[src/tccc_pkg.sv]
// Purpose: Shared constants and types for the timer count control block.
// Assumes: APB with 32-bit data, one aligned word per register.
// Notes: Offsets are byte addresses; the channel stride is 0x20.
package tccc_pkg;
    localparam int TCCC_CHANNELS = 4;
    localparam int TCCC_CNT_W = 16;
    localparam int TCCC_ADDR_W = 8;
    // Per-channel register offsets within the channel window, then shared register addresses
    localparam logic [7:0] TCCC_CH_STRIDE = 8'h20;
    localparam logic [4:0] TCCC_OFS_CTRL = 5'h00;
    localparam logic [4:0] TCCC_OFS_CNT = 5'h04;
    localparam logic [4:0] TCCC_OFS_GRA = 5'h08;
    localparam logic [4:0] TCCC_OFS_GRB = 5'h0c;
    localparam logic [4:0] TCCC_OFS_GRC = 5'h10;
    localparam logic [4:0] TCCC_OFS_GRD = 5'h14;
    localparam logic [4:0] TCCC_OFS_MODE = 5'h18;
    localparam logic [4:0] TCCC_OFS_PIN_IO = 5'h1c;
    localparam logic [7:0] TCCC_OFS_IRQ_EN = 8'h80;
    localparam logic [7:0] TCCC_OFS_STATUS = 8'h84;
    localparam logic [7:0] TCCC_OFS_START = 8'h88;
    // Control field layout
    localparam int TCCC_CLR_LSB = 5;
    localparam int TCCC_EDGE_LSB = 3;
    localparam int TCCC_PSC_LSB = 0;
    localparam logic [7:0] TCCC_CTRL_MASK = 8'hff;
    localparam logic [15:0] TCCC_CTRL_RESET = 16'h0000;
    // Clear selector codes
    localparam logic [2:0] TCCC_CLR_A = 3'h1;
    localparam logic [2:0] TCCC_CLR_B = 3'h2;
    localparam logic [2:0] TCCC_CLR_C = 3'h5;
    localparam logic [2:0] TCCC_CLR_D = 3'h6;
    // Prescaler tap bit positions in the free-running divider
    localparam int TCCC_DIV_W = 6;
    localparam int TCCC_TAP4 = 1;
    localparam int TCCC_TAP16 = 3;
    localparam int TCCC_TAP64 = 5;

    typedef struct packed {
        logic [2:0] clear_sel;
        logic [1:0] edge_sel;
        logic [2:0] prescale;
    } tccc_ctrl_t;

    typedef struct packed {
        logic [TCCC_CNT_W-1:0] a;
        logic [TCCC_CNT_W-1:0] b;
        logic [TCCC_CNT_W-1:0] c;
        logic [TCCC_CNT_W-1:0] d;
    } tccc_general_t;
endpackage : tccc_pkg

[src/tccc_channel.sv]
// Purpose: One timer channel counter with clock, edge and clear selection.
// Assumes: Divider taps are free-running levels on pclk.
// Notes: Counter is loaded by software only through cnt_wr.
module tccc_channel
    import tccc_pkg::*;
(
    input wire logic pclk, // Peripheral clock
    input wire logic presetn, // Async reset, active low
    input wire logic [TCCC_DIV_W-1:0] div_q, // Shared prescaler divider
    input wire tccc_ctrl_t ctrl, // Count control fields
    input wire tccc_general_t gen, // General registers
    input wire logic run, // Channel started
    input wire logic cnt_wr, // Software counter write
    input wire logic [TCCC_CNT_W-1:0] cnt_wdata, // Counter write data
    output logic [TCCC_CNT_W-1:0] count // Counter value
);
    logic tap_now;
    logic tap_reg;
    logic tick;
    logic clr_hit;

    always_comb begin
        case (ctrl.prescale[1:0])
            2'h1: tap_now = div_q[TCCC_TAP4];
            2'h2: tap_now = div_q[TCCC_TAP16];
            2'h3: tap_now = div_q[TCCC_TAP64];
            default: tap_now = 1'b0;
        endcase
    end

    always_ff @(posedge pclk or negedge presetn) begin
        if (!presetn) begin
            tap_reg <= 1'b0;
        end else begin
            tap_reg <= tap_now;
        end
    end

    // Undivided clock counts every cycle; edge choice has no meaning there
    always_comb begin
        if (ctrl.prescale[1:0] == 2'h0) begin
            tick = 1'b1;
        end else if (ctrl.edge_sel[1]) begin
            tick = tap_now ^ tap_reg;
        end else if (ctrl.edge_sel[0]) begin
            tick = tap_reg & ~tap_now;
        end else begin
            tick = tap_now & ~tap_reg;
        end
    end

    always_comb begin
        case (ctrl.clear_sel)
            TCCC_CLR_A: clr_hit = (count == gen.a);
            TCCC_CLR_B: clr_hit = (count == gen.b);
            TCCC_CLR_C: clr_hit = (count == gen.c);
            TCCC_CLR_D: clr_hit = (count == gen.d);
            default: clr_hit = 1'b0;
        endcase
    end

    always_ff @(posedge pclk or negedge presetn) begin
        if (!presetn) begin
            count <= '0;
        end else if (cnt_wr) begin
            count <= cnt_wdata;
        end else if (run && tick) begin
            if (clr_hit) begin
                count <= '0;
            end else begin
                count <= count + 16'h0001;
            end
        end
    end
endmodule : tccc_channel

[src/tccc_top.sv]
// Purpose: Four-channel 16-bit timer count control with APB registers.
// Assumes: Software changes count control only while a channel is stopped.
// Notes: Mode, pin and interrupt registers are storage only here.
//
// Decided for this implementation: the address map and the APB slave port.
module tccc_top
    import tccc_pkg::*;
(
    input wire logic pclk, // Peripheral clock
    input wire logic presetn, // Async reset, active low
    input wire logic psel, // APB select
    input wire logic penable, // APB enable
    input wire logic pwrite, // APB write
    input wire logic [TCCC_ADDR_W-1:0] paddr, // APB byte address
    input wire logic [31:0] pwdata, // APB write data
    input wire logic [3:0] pstrb, // APB byte strobes
    output logic [31:0] prdata, // APB read data
    output logic pready, // APB ready
    output logic pslverr, // APB error
    output logic [TCCC_CHANNELS-1:0] running // Channel start state
);
    logic [TCCC_DIV_W-1:0] div_reg;
    tccc_ctrl_t ctrl_reg [TCCC_CHANNELS];
    tccc_general_t gen_reg [TCCC_CHANNELS];
    logic [15:0] mode_reg [TCCC_CHANNELS];
    logic [15:0] pin_io_reg [TCCC_CHANNELS];
    logic [TCCC_CNT_W-1:0] count [TCCC_CHANNELS];
    logic [7:0] irq_enable_reg;
    logic [7:0] channel_status_reg;
    logic [TCCC_CHANNELS-1:0] start_reg;
    logic [TCCC_CHANNELS-1:0] cnt_wr;
    logic access;
    logic wr;
    logic in_ch;
    logic [1:0] ch_idx;
    logic [4:0] ch_ofs;
    logic mapped;
    logic [31:0] rd_next;
    logic [15:0] wdat;

    assign access = psel & penable & ~pready;
    assign wr = access & pwrite;
    assign in_ch = (paddr < TCCC_OFS_IRQ_EN);
    assign ch_idx = paddr[6:5];
    assign ch_ofs = paddr[4:0];
    // Low two byte lanes hold the 16-bit registers; they take a write only when both lane strobes are set
    always_comb begin
        wdat = 16'h0000;
        wdat[7:0] = pwdata[7:0];
        wdat[15:8] = pwdata[15:8];
    end

    // Free-running divider shared by all channels
    always_ff @(posedge pclk or negedge presetn) begin
        if (!presetn) begin
            div_reg <= '0;
        end else begin
            div_reg <= div_reg + 6'h01;
        end
    end

    // Per-channel register storage
    generate
        for (genvar i = 0; i < TCCC_CHANNELS; i++) begin : g_ch
            logic sel;
            assign sel = wr && in_ch && (ch_idx == 2'(i));
            assign cnt_wr[i] = sel && (ch_ofs == TCCC_OFS_CNT)
                && (pstrb[1:0] == 2'h3);

            always_ff @(posedge pclk or negedge presetn) begin
                if (!presetn) begin
                    ctrl_reg[i] <= tccc_ctrl_t'(TCCC_CTRL_RESET[7:0]);
                end else if (sel && ch_ofs == TCCC_OFS_CTRL && pstrb[0]) begin
                    ctrl_reg[i] <= tccc_ctrl_t'(wdat[7:0]);
                end
            end

            always_ff @(posedge pclk or negedge presetn) begin
                if (!presetn) begin
                    gen_reg[i] <= '1;
                    mode_reg[i] <= 16'h0000;
                    pin_io_reg[i] <= 16'h0000;
                end else if (sel && pstrb[1:0] == 2'h3) begin
                    if (ch_ofs == TCCC_OFS_GRA) begin
                        gen_reg[i].a <= wdat;
                    end else if (ch_ofs == TCCC_OFS_GRB) begin
                        gen_reg[i].b <= wdat;
                    end else if (ch_ofs == TCCC_OFS_GRC) begin
                        gen_reg[i].c <= wdat;
                    end else if (ch_ofs == TCCC_OFS_GRD) begin
                        gen_reg[i].d <= wdat;
                    end else if (ch_ofs == TCCC_OFS_MODE) begin
                        mode_reg[i] <= wdat;
                    end else if (ch_ofs == TCCC_OFS_PIN_IO) begin
                        pin_io_reg[i] <= wdat;
                    end
                end
            end

            tccc_channel u_channel (
                .pclk(pclk),
                .presetn(presetn),
                .div_q(div_reg),
                .ctrl(ctrl_reg[i]),
                .gen(gen_reg[i]),
                .run(start_reg[i]),
                .cnt_wr(cnt_wr[i]),
                .cnt_wdata(wdat),
                .count(count[i])
            );
        end
    endgenerate

    // Shared registers
    always_ff @(posedge pclk or negedge presetn) begin
        if (!presetn) begin
            irq_enable_reg <= 8'h00;
            channel_status_reg <= 8'h00;
            start_reg <= '0;
        end else if (wr && pstrb[0]) begin
            if (paddr == TCCC_OFS_IRQ_EN) begin
                irq_enable_reg <= pwdata[7:0];
            end else if (paddr == TCCC_OFS_STATUS) begin
                channel_status_reg <= channel_status_reg & pwdata[7:0];
            end else if (paddr == TCCC_OFS_START) begin
                start_reg <= pwdata[TCCC_CHANNELS-1:0];
            end
        end
    end

    // Read decode
    always_comb begin
        rd_next = 32'h0000_0000;
        mapped = 1'b1;
        if (in_ch) begin
            if (ch_ofs == TCCC_OFS_CTRL) begin
                rd_next[7:0] = ctrl_reg[ch_idx];
            end else if (ch_ofs == TCCC_OFS_CNT) begin
                rd_next[15:0] = count[ch_idx];
            end else if (ch_ofs == TCCC_OFS_GRA) begin
                rd_next[15:0] = gen_reg[ch_idx].a;
            end else if (ch_ofs == TCCC_OFS_GRB) begin
                rd_next[15:0] = gen_reg[ch_idx].b;
            end else if (ch_ofs == TCCC_OFS_GRC) begin
                rd_next[15:0] = gen_reg[ch_idx].c;
            end else if (ch_ofs == TCCC_OFS_GRD) begin
                rd_next[15:0] = gen_reg[ch_idx].d;
            end else if (ch_ofs == TCCC_OFS_MODE) begin
                rd_next[15:0] = mode_reg[ch_idx];
            end else if (ch_ofs == TCCC_OFS_PIN_IO) begin
                rd_next[15:0] = pin_io_reg[ch_idx];
            end else begin
                mapped = 1'b0;
            end
        end else if (paddr == TCCC_OFS_IRQ_EN) begin
            rd_next[7:0] = irq_enable_reg;
        end else if (paddr == TCCC_OFS_STATUS) begin
            rd_next[7:0] = channel_status_reg;
        end else if (paddr == TCCC_OFS_START) begin
            rd_next[TCCC_CHANNELS-1:0] = start_reg;
        end else begin
            mapped = 1'b0;
        end
    end

    // One wait state: pready rises in the second access cycle
    always_ff @(posedge pclk or negedge presetn) begin
        if (!presetn) begin
            pready <= 1'b0;
            pslverr <= 1'b0;
            prdata <= 32'h0000_0000;
        end else begin
            pready <= access;
            pslverr <= access & ~mapped;
            if (access && !pwrite) begin
                prdata <= rd_next;
            end
        end
    end

    always_ff @(posedge pclk or negedge presetn) begin
        if (!presetn) begin
            running <= '0;
        end else begin
            running <= start_reg;
        end
    end
endmodule : tccc_top

[config.mk]
export PLATFORM = sky130hd
export DESIGN_NAME = tccc_top
export DESIGN_NICKNAME = d
export VERILOG_FILES = /design/src/tccc_pkg.sv /design/src/tccc_channel.sv /design/src/tccc_top.sv
export SDC_FILE = /design/constraint.sdc
export NUM_CORES = 1
export LEC_CHECK = 0
export ABC_AREA = 0
export BUFFER_PORTS_ARGS = -buffer_cell sky130_fd_sc_hd__buf_2
export CAP_MARGIN = 10
export CELL_PAD_IN_SITES_DETAIL_PLACEMENT = 1
export CELL_PAD_IN_SITES_GLOBAL_PLACEMENT = 2
export CORE_MARGIN = 2
export CORE_UTILIZATION = 44
export CTS_CLUSTER_SIZE = 24
export DETAILED_ROUTE_END_ITERATION = 8
export PLACE_DENSITY = 0.86
export SYNTH_ARGS = -nofsm -noshare
export SYNTH_HDL_FRONTEND = slang
export SYNTH_SLANG_ARGS = --single-unit
[constraint.sdc]
create_clock -name pclk -period 3.2 [get_ports pclk]
set_input_delay 0.32 -clock pclk [delete_from_list [all_inputs] [get_ports pclk]]
set_output_delay 0.32 -clock pclk [all_outputs]
set_load 0.1 [all_outputs]
==> metrics <==
fill count 7030; final hold slack 0.02930 ns; largest net degree at the start of global routing 90; f_max 317.5 MHz; gr ovfl total 0; leakage power 0.01496 uW; Post-DP HPWL 83.41 mm; GP Congestion 1.024; GRT Overall Usage 32.92%; number of max-cap violations 0; Chip Height 266.0 um; Worst Path Class, Setup flop to flop; Sink Count 532; final wirelength 116.7 mm; Slew HR 31.57%; top_reg_cell synth dfrtp_1; clk_skew 0.06556 ns; port buffer count 52; Post-synth EDFFs 0; RSZ-0062 raised after global routing false; Final #Nets 2745; Peak supply drop 0.4079 mV; post-route insts no fill 3612; yosys warns 0; Yosys cell types 84; share of cells above drive strength 1 44.59%; min cycle time layout 3.150 ns; endpoints failing hold 0; Synth Area per Inst 11.60 um2; Inst Count DP 3489; CP endpoint kind flop; initial core utilization 44.26%; register area share after synthesis 45.15%; Crit Path Max Fanout 18; CP arrival 3.67 ns; TritonCTS clock tree yes; vias 23970; final-report max-slew violation count 0; Routed WL per cell 32.30 um; initial antenna violation count 5; Finished Core Util 50.68%; final setup TNS 0 ns; Die Width 266.0 um; worst-margin pin slew 1.026 ns; total CTS buffers 60; Tcrit/Tclk final 98.44%; H-tree levels 2; die area 70730 um2; number of synthesized register bits 532; async set-reset flop share out of synthesis 100.0%; synthesized area 30190 um2; Rows 96; Clock transition at path regs 0.06 ns; Routed Antenna Nets 0; Root Driver clkbuf_16; Largest register FFs 256; total iterations of the first detailed-routing run 5; Core Footprint 68230 um2; Pwr per Cell Area 486.6 nW/um2; number of global-route vias before repair 25010; CP required 3.72 ns; vias per std cell 6.636; status complete, no violations; first-pass GRT wire length 171.6 mm; Area Overhead vs Synth 14.52%; Hold Path Class primary input to flop; Initial DRC Count 2302; Worst-Skew Late Latency 0.69 ns; Critical Path Source Type flop; io pins 87; cell count after synthesis 2604; Finish-stage setup viols 0; CTS max path bufs 3; DRC errors left 0
final cells by class:
class | count | area (um2) | area share [%]
antenna | 3 | 7.507 | 0.02171
sequential | 532 | 13630 | 39.43
tap | 882 | 1104 | 3.191
multi-input combinational | 1798 | 15440 | 44.66
clock buffer | 87 | 1827 | 5.283
inverter | 45 | 168.9 | 0.4885
clock inverter | 27 | 377.9 | 1.093
timing repair buffer | 238 | 2017 | 5.833
Yosys cell counts (10+ instances only):
library cell,count,share of area (%)
nor3_1,41,0.68
a211oi_1,51,1.3
buf_1,24,0.30
mux4_2,121,9.0
nand2b_1,12,0.25
a21oi_1,137,2.3
xnor2_1,31,0.90
a21o_1,37,0.92
o21a_1,25,0.62
a2bb2oi_1,20,0.58
and3_1,37,0.77
ha_1,21,0.87
nor2b_1,16,0.33
nand3b_1,11,0.27
a22oi_1,34,0.85
buf_2,62,1.0
or3_1,49,1.0
mux2_2,440,16
o22ai_1,20,0.41
dfrtp_1,276,23
xor2_1,24,0.70
a211o_1,35,1.0
nand3_1,96,1.6
mux2i_1,20,0.66
a31oi_1,11,0.23
buf_4,32,0.80
o21ai_0,42,0.70
inv_1,44,0.55
nand2_1,174,2.2
o32ai_1,10,0.29
and2_1,11,0.23
nor2_1,106,1.3
clkbuf_1,124,1.5
a221oi_1,17,0.49
dfstp_2,256,22
cell families after synthesis:
| family | after synthesis | share of synthesized area [%] |
|---|---|---|
| muxes | 584 | 26.23 |
| xor gates and xnor gates | 55 | 1.595 |
| adders and majority gates | 21 | 0.8702 |
| AOI/OAI and AO/OA | 503 | 11.50 |
| and+or+nand+nor | 619 | 10.33 |
| other | 1 | 0.01242 |
| DFF | 532 | 45.15 |
| buffers and inverters | 289 | 4.297 |
placed cells by master (no fill, tap or decap), types with 20 or more instances in the layout:
master,instances
mux2_2,440
dfrtp_1,276
dfstp_2,256
nand2_1,174
buf_4,157
a21oi_1,137
mux4_2,121
nor2_1,105
nand3_1,96
clkbuf_16,65
or3_1,49
buf_2,49
a211oi_1,46
inv_1,44
nor3_1,41
o21ai_0,38
and3_1,37
a21o_1,36
a211o_1,35
a22oi_1,34
xnor2_1,31
o21a_1,25
xor2_1,24
buf_12,23
o22ai_1,20
a2bb2oi_1,20
mux2i_1,20
power breakdown:
part           switching, uW  internal [uW]
Clock                   3120           4480
Sequential               196           6850
Combinational           1390            802
Total                   4700          12100
final timing paths:
path                                                      endpoint                    start  slack [ns]  depth (start not counted)
hold / removal                                    pready$_DFF_PN0_                  penable        0.03                          2
min in group asynchronous                 ctrl_reg[29]$_DFFE_PN0P_                  presetn        0.22                          2
max in group asynchronous                  gen_reg[56]$_DFFE_PN1P_                  presetn        1.85                          3
setup / recovery           g_ch[3].u_channel.count[13]$_DFFE_PN0P_  ctrl_reg[5]$_DFFE_PN0P_        0.05                         11
setup reg to reg           g_ch[3].u_channel.count[13]$_DFFE_PN0P_  ctrl_reg[5]$_DFFE_PN0P_        0.05                         11
hold reg to reg                             prdata[11]$_DFFE_PN0P_   prdata[11]$_DFFE_PN0P_        0.47                          2
what timing repair did:
item,in CTS,in global routing
pin swaps,0,3
resized for setup,2,25
endpoints found under the hold margin,5,0
hold buffers,2,0
setup buffers,0,2
setup endpoints to repair,5,48
cloned,0,2
critical path, cell delays in order (launching register included):
cell and delay (ns):
dfrtp_1 0.46, inv_1 0.09, ha_1 0.31, buf_4 0.33, nor3_1 0.11, a221oi_1 0.40, xnor2_1 0.24, nand4_1 0.19
nor4_4 0.35, buf_12 0.18, a21oi_1 0.05, a211o_1 0.27
routing by layer:
metal	GRT usage (%)	vias up	part of all wire (%)
met1	43.11	12710	40
met3	6.201	331	7.8
met5	0	-	0.018
li1	-	9806	-
met2	52.48	1118	47
met4	16.46	4	5.6
through the flow:
step           cell area [um2]  total power [uW]  worst slack (ns)
2_1_floorplan            30250              8559            0.2470
6_report                 34580             16830           0.05007
3_5_place_dp             32170              9304           0.04774
3_3_place_gp             32170              9217            0.1100
4_1_cts                  34400             16880           0.01619
5_1_grt                  34570             17350          0.005850
(Power assumes the default switching activity.)
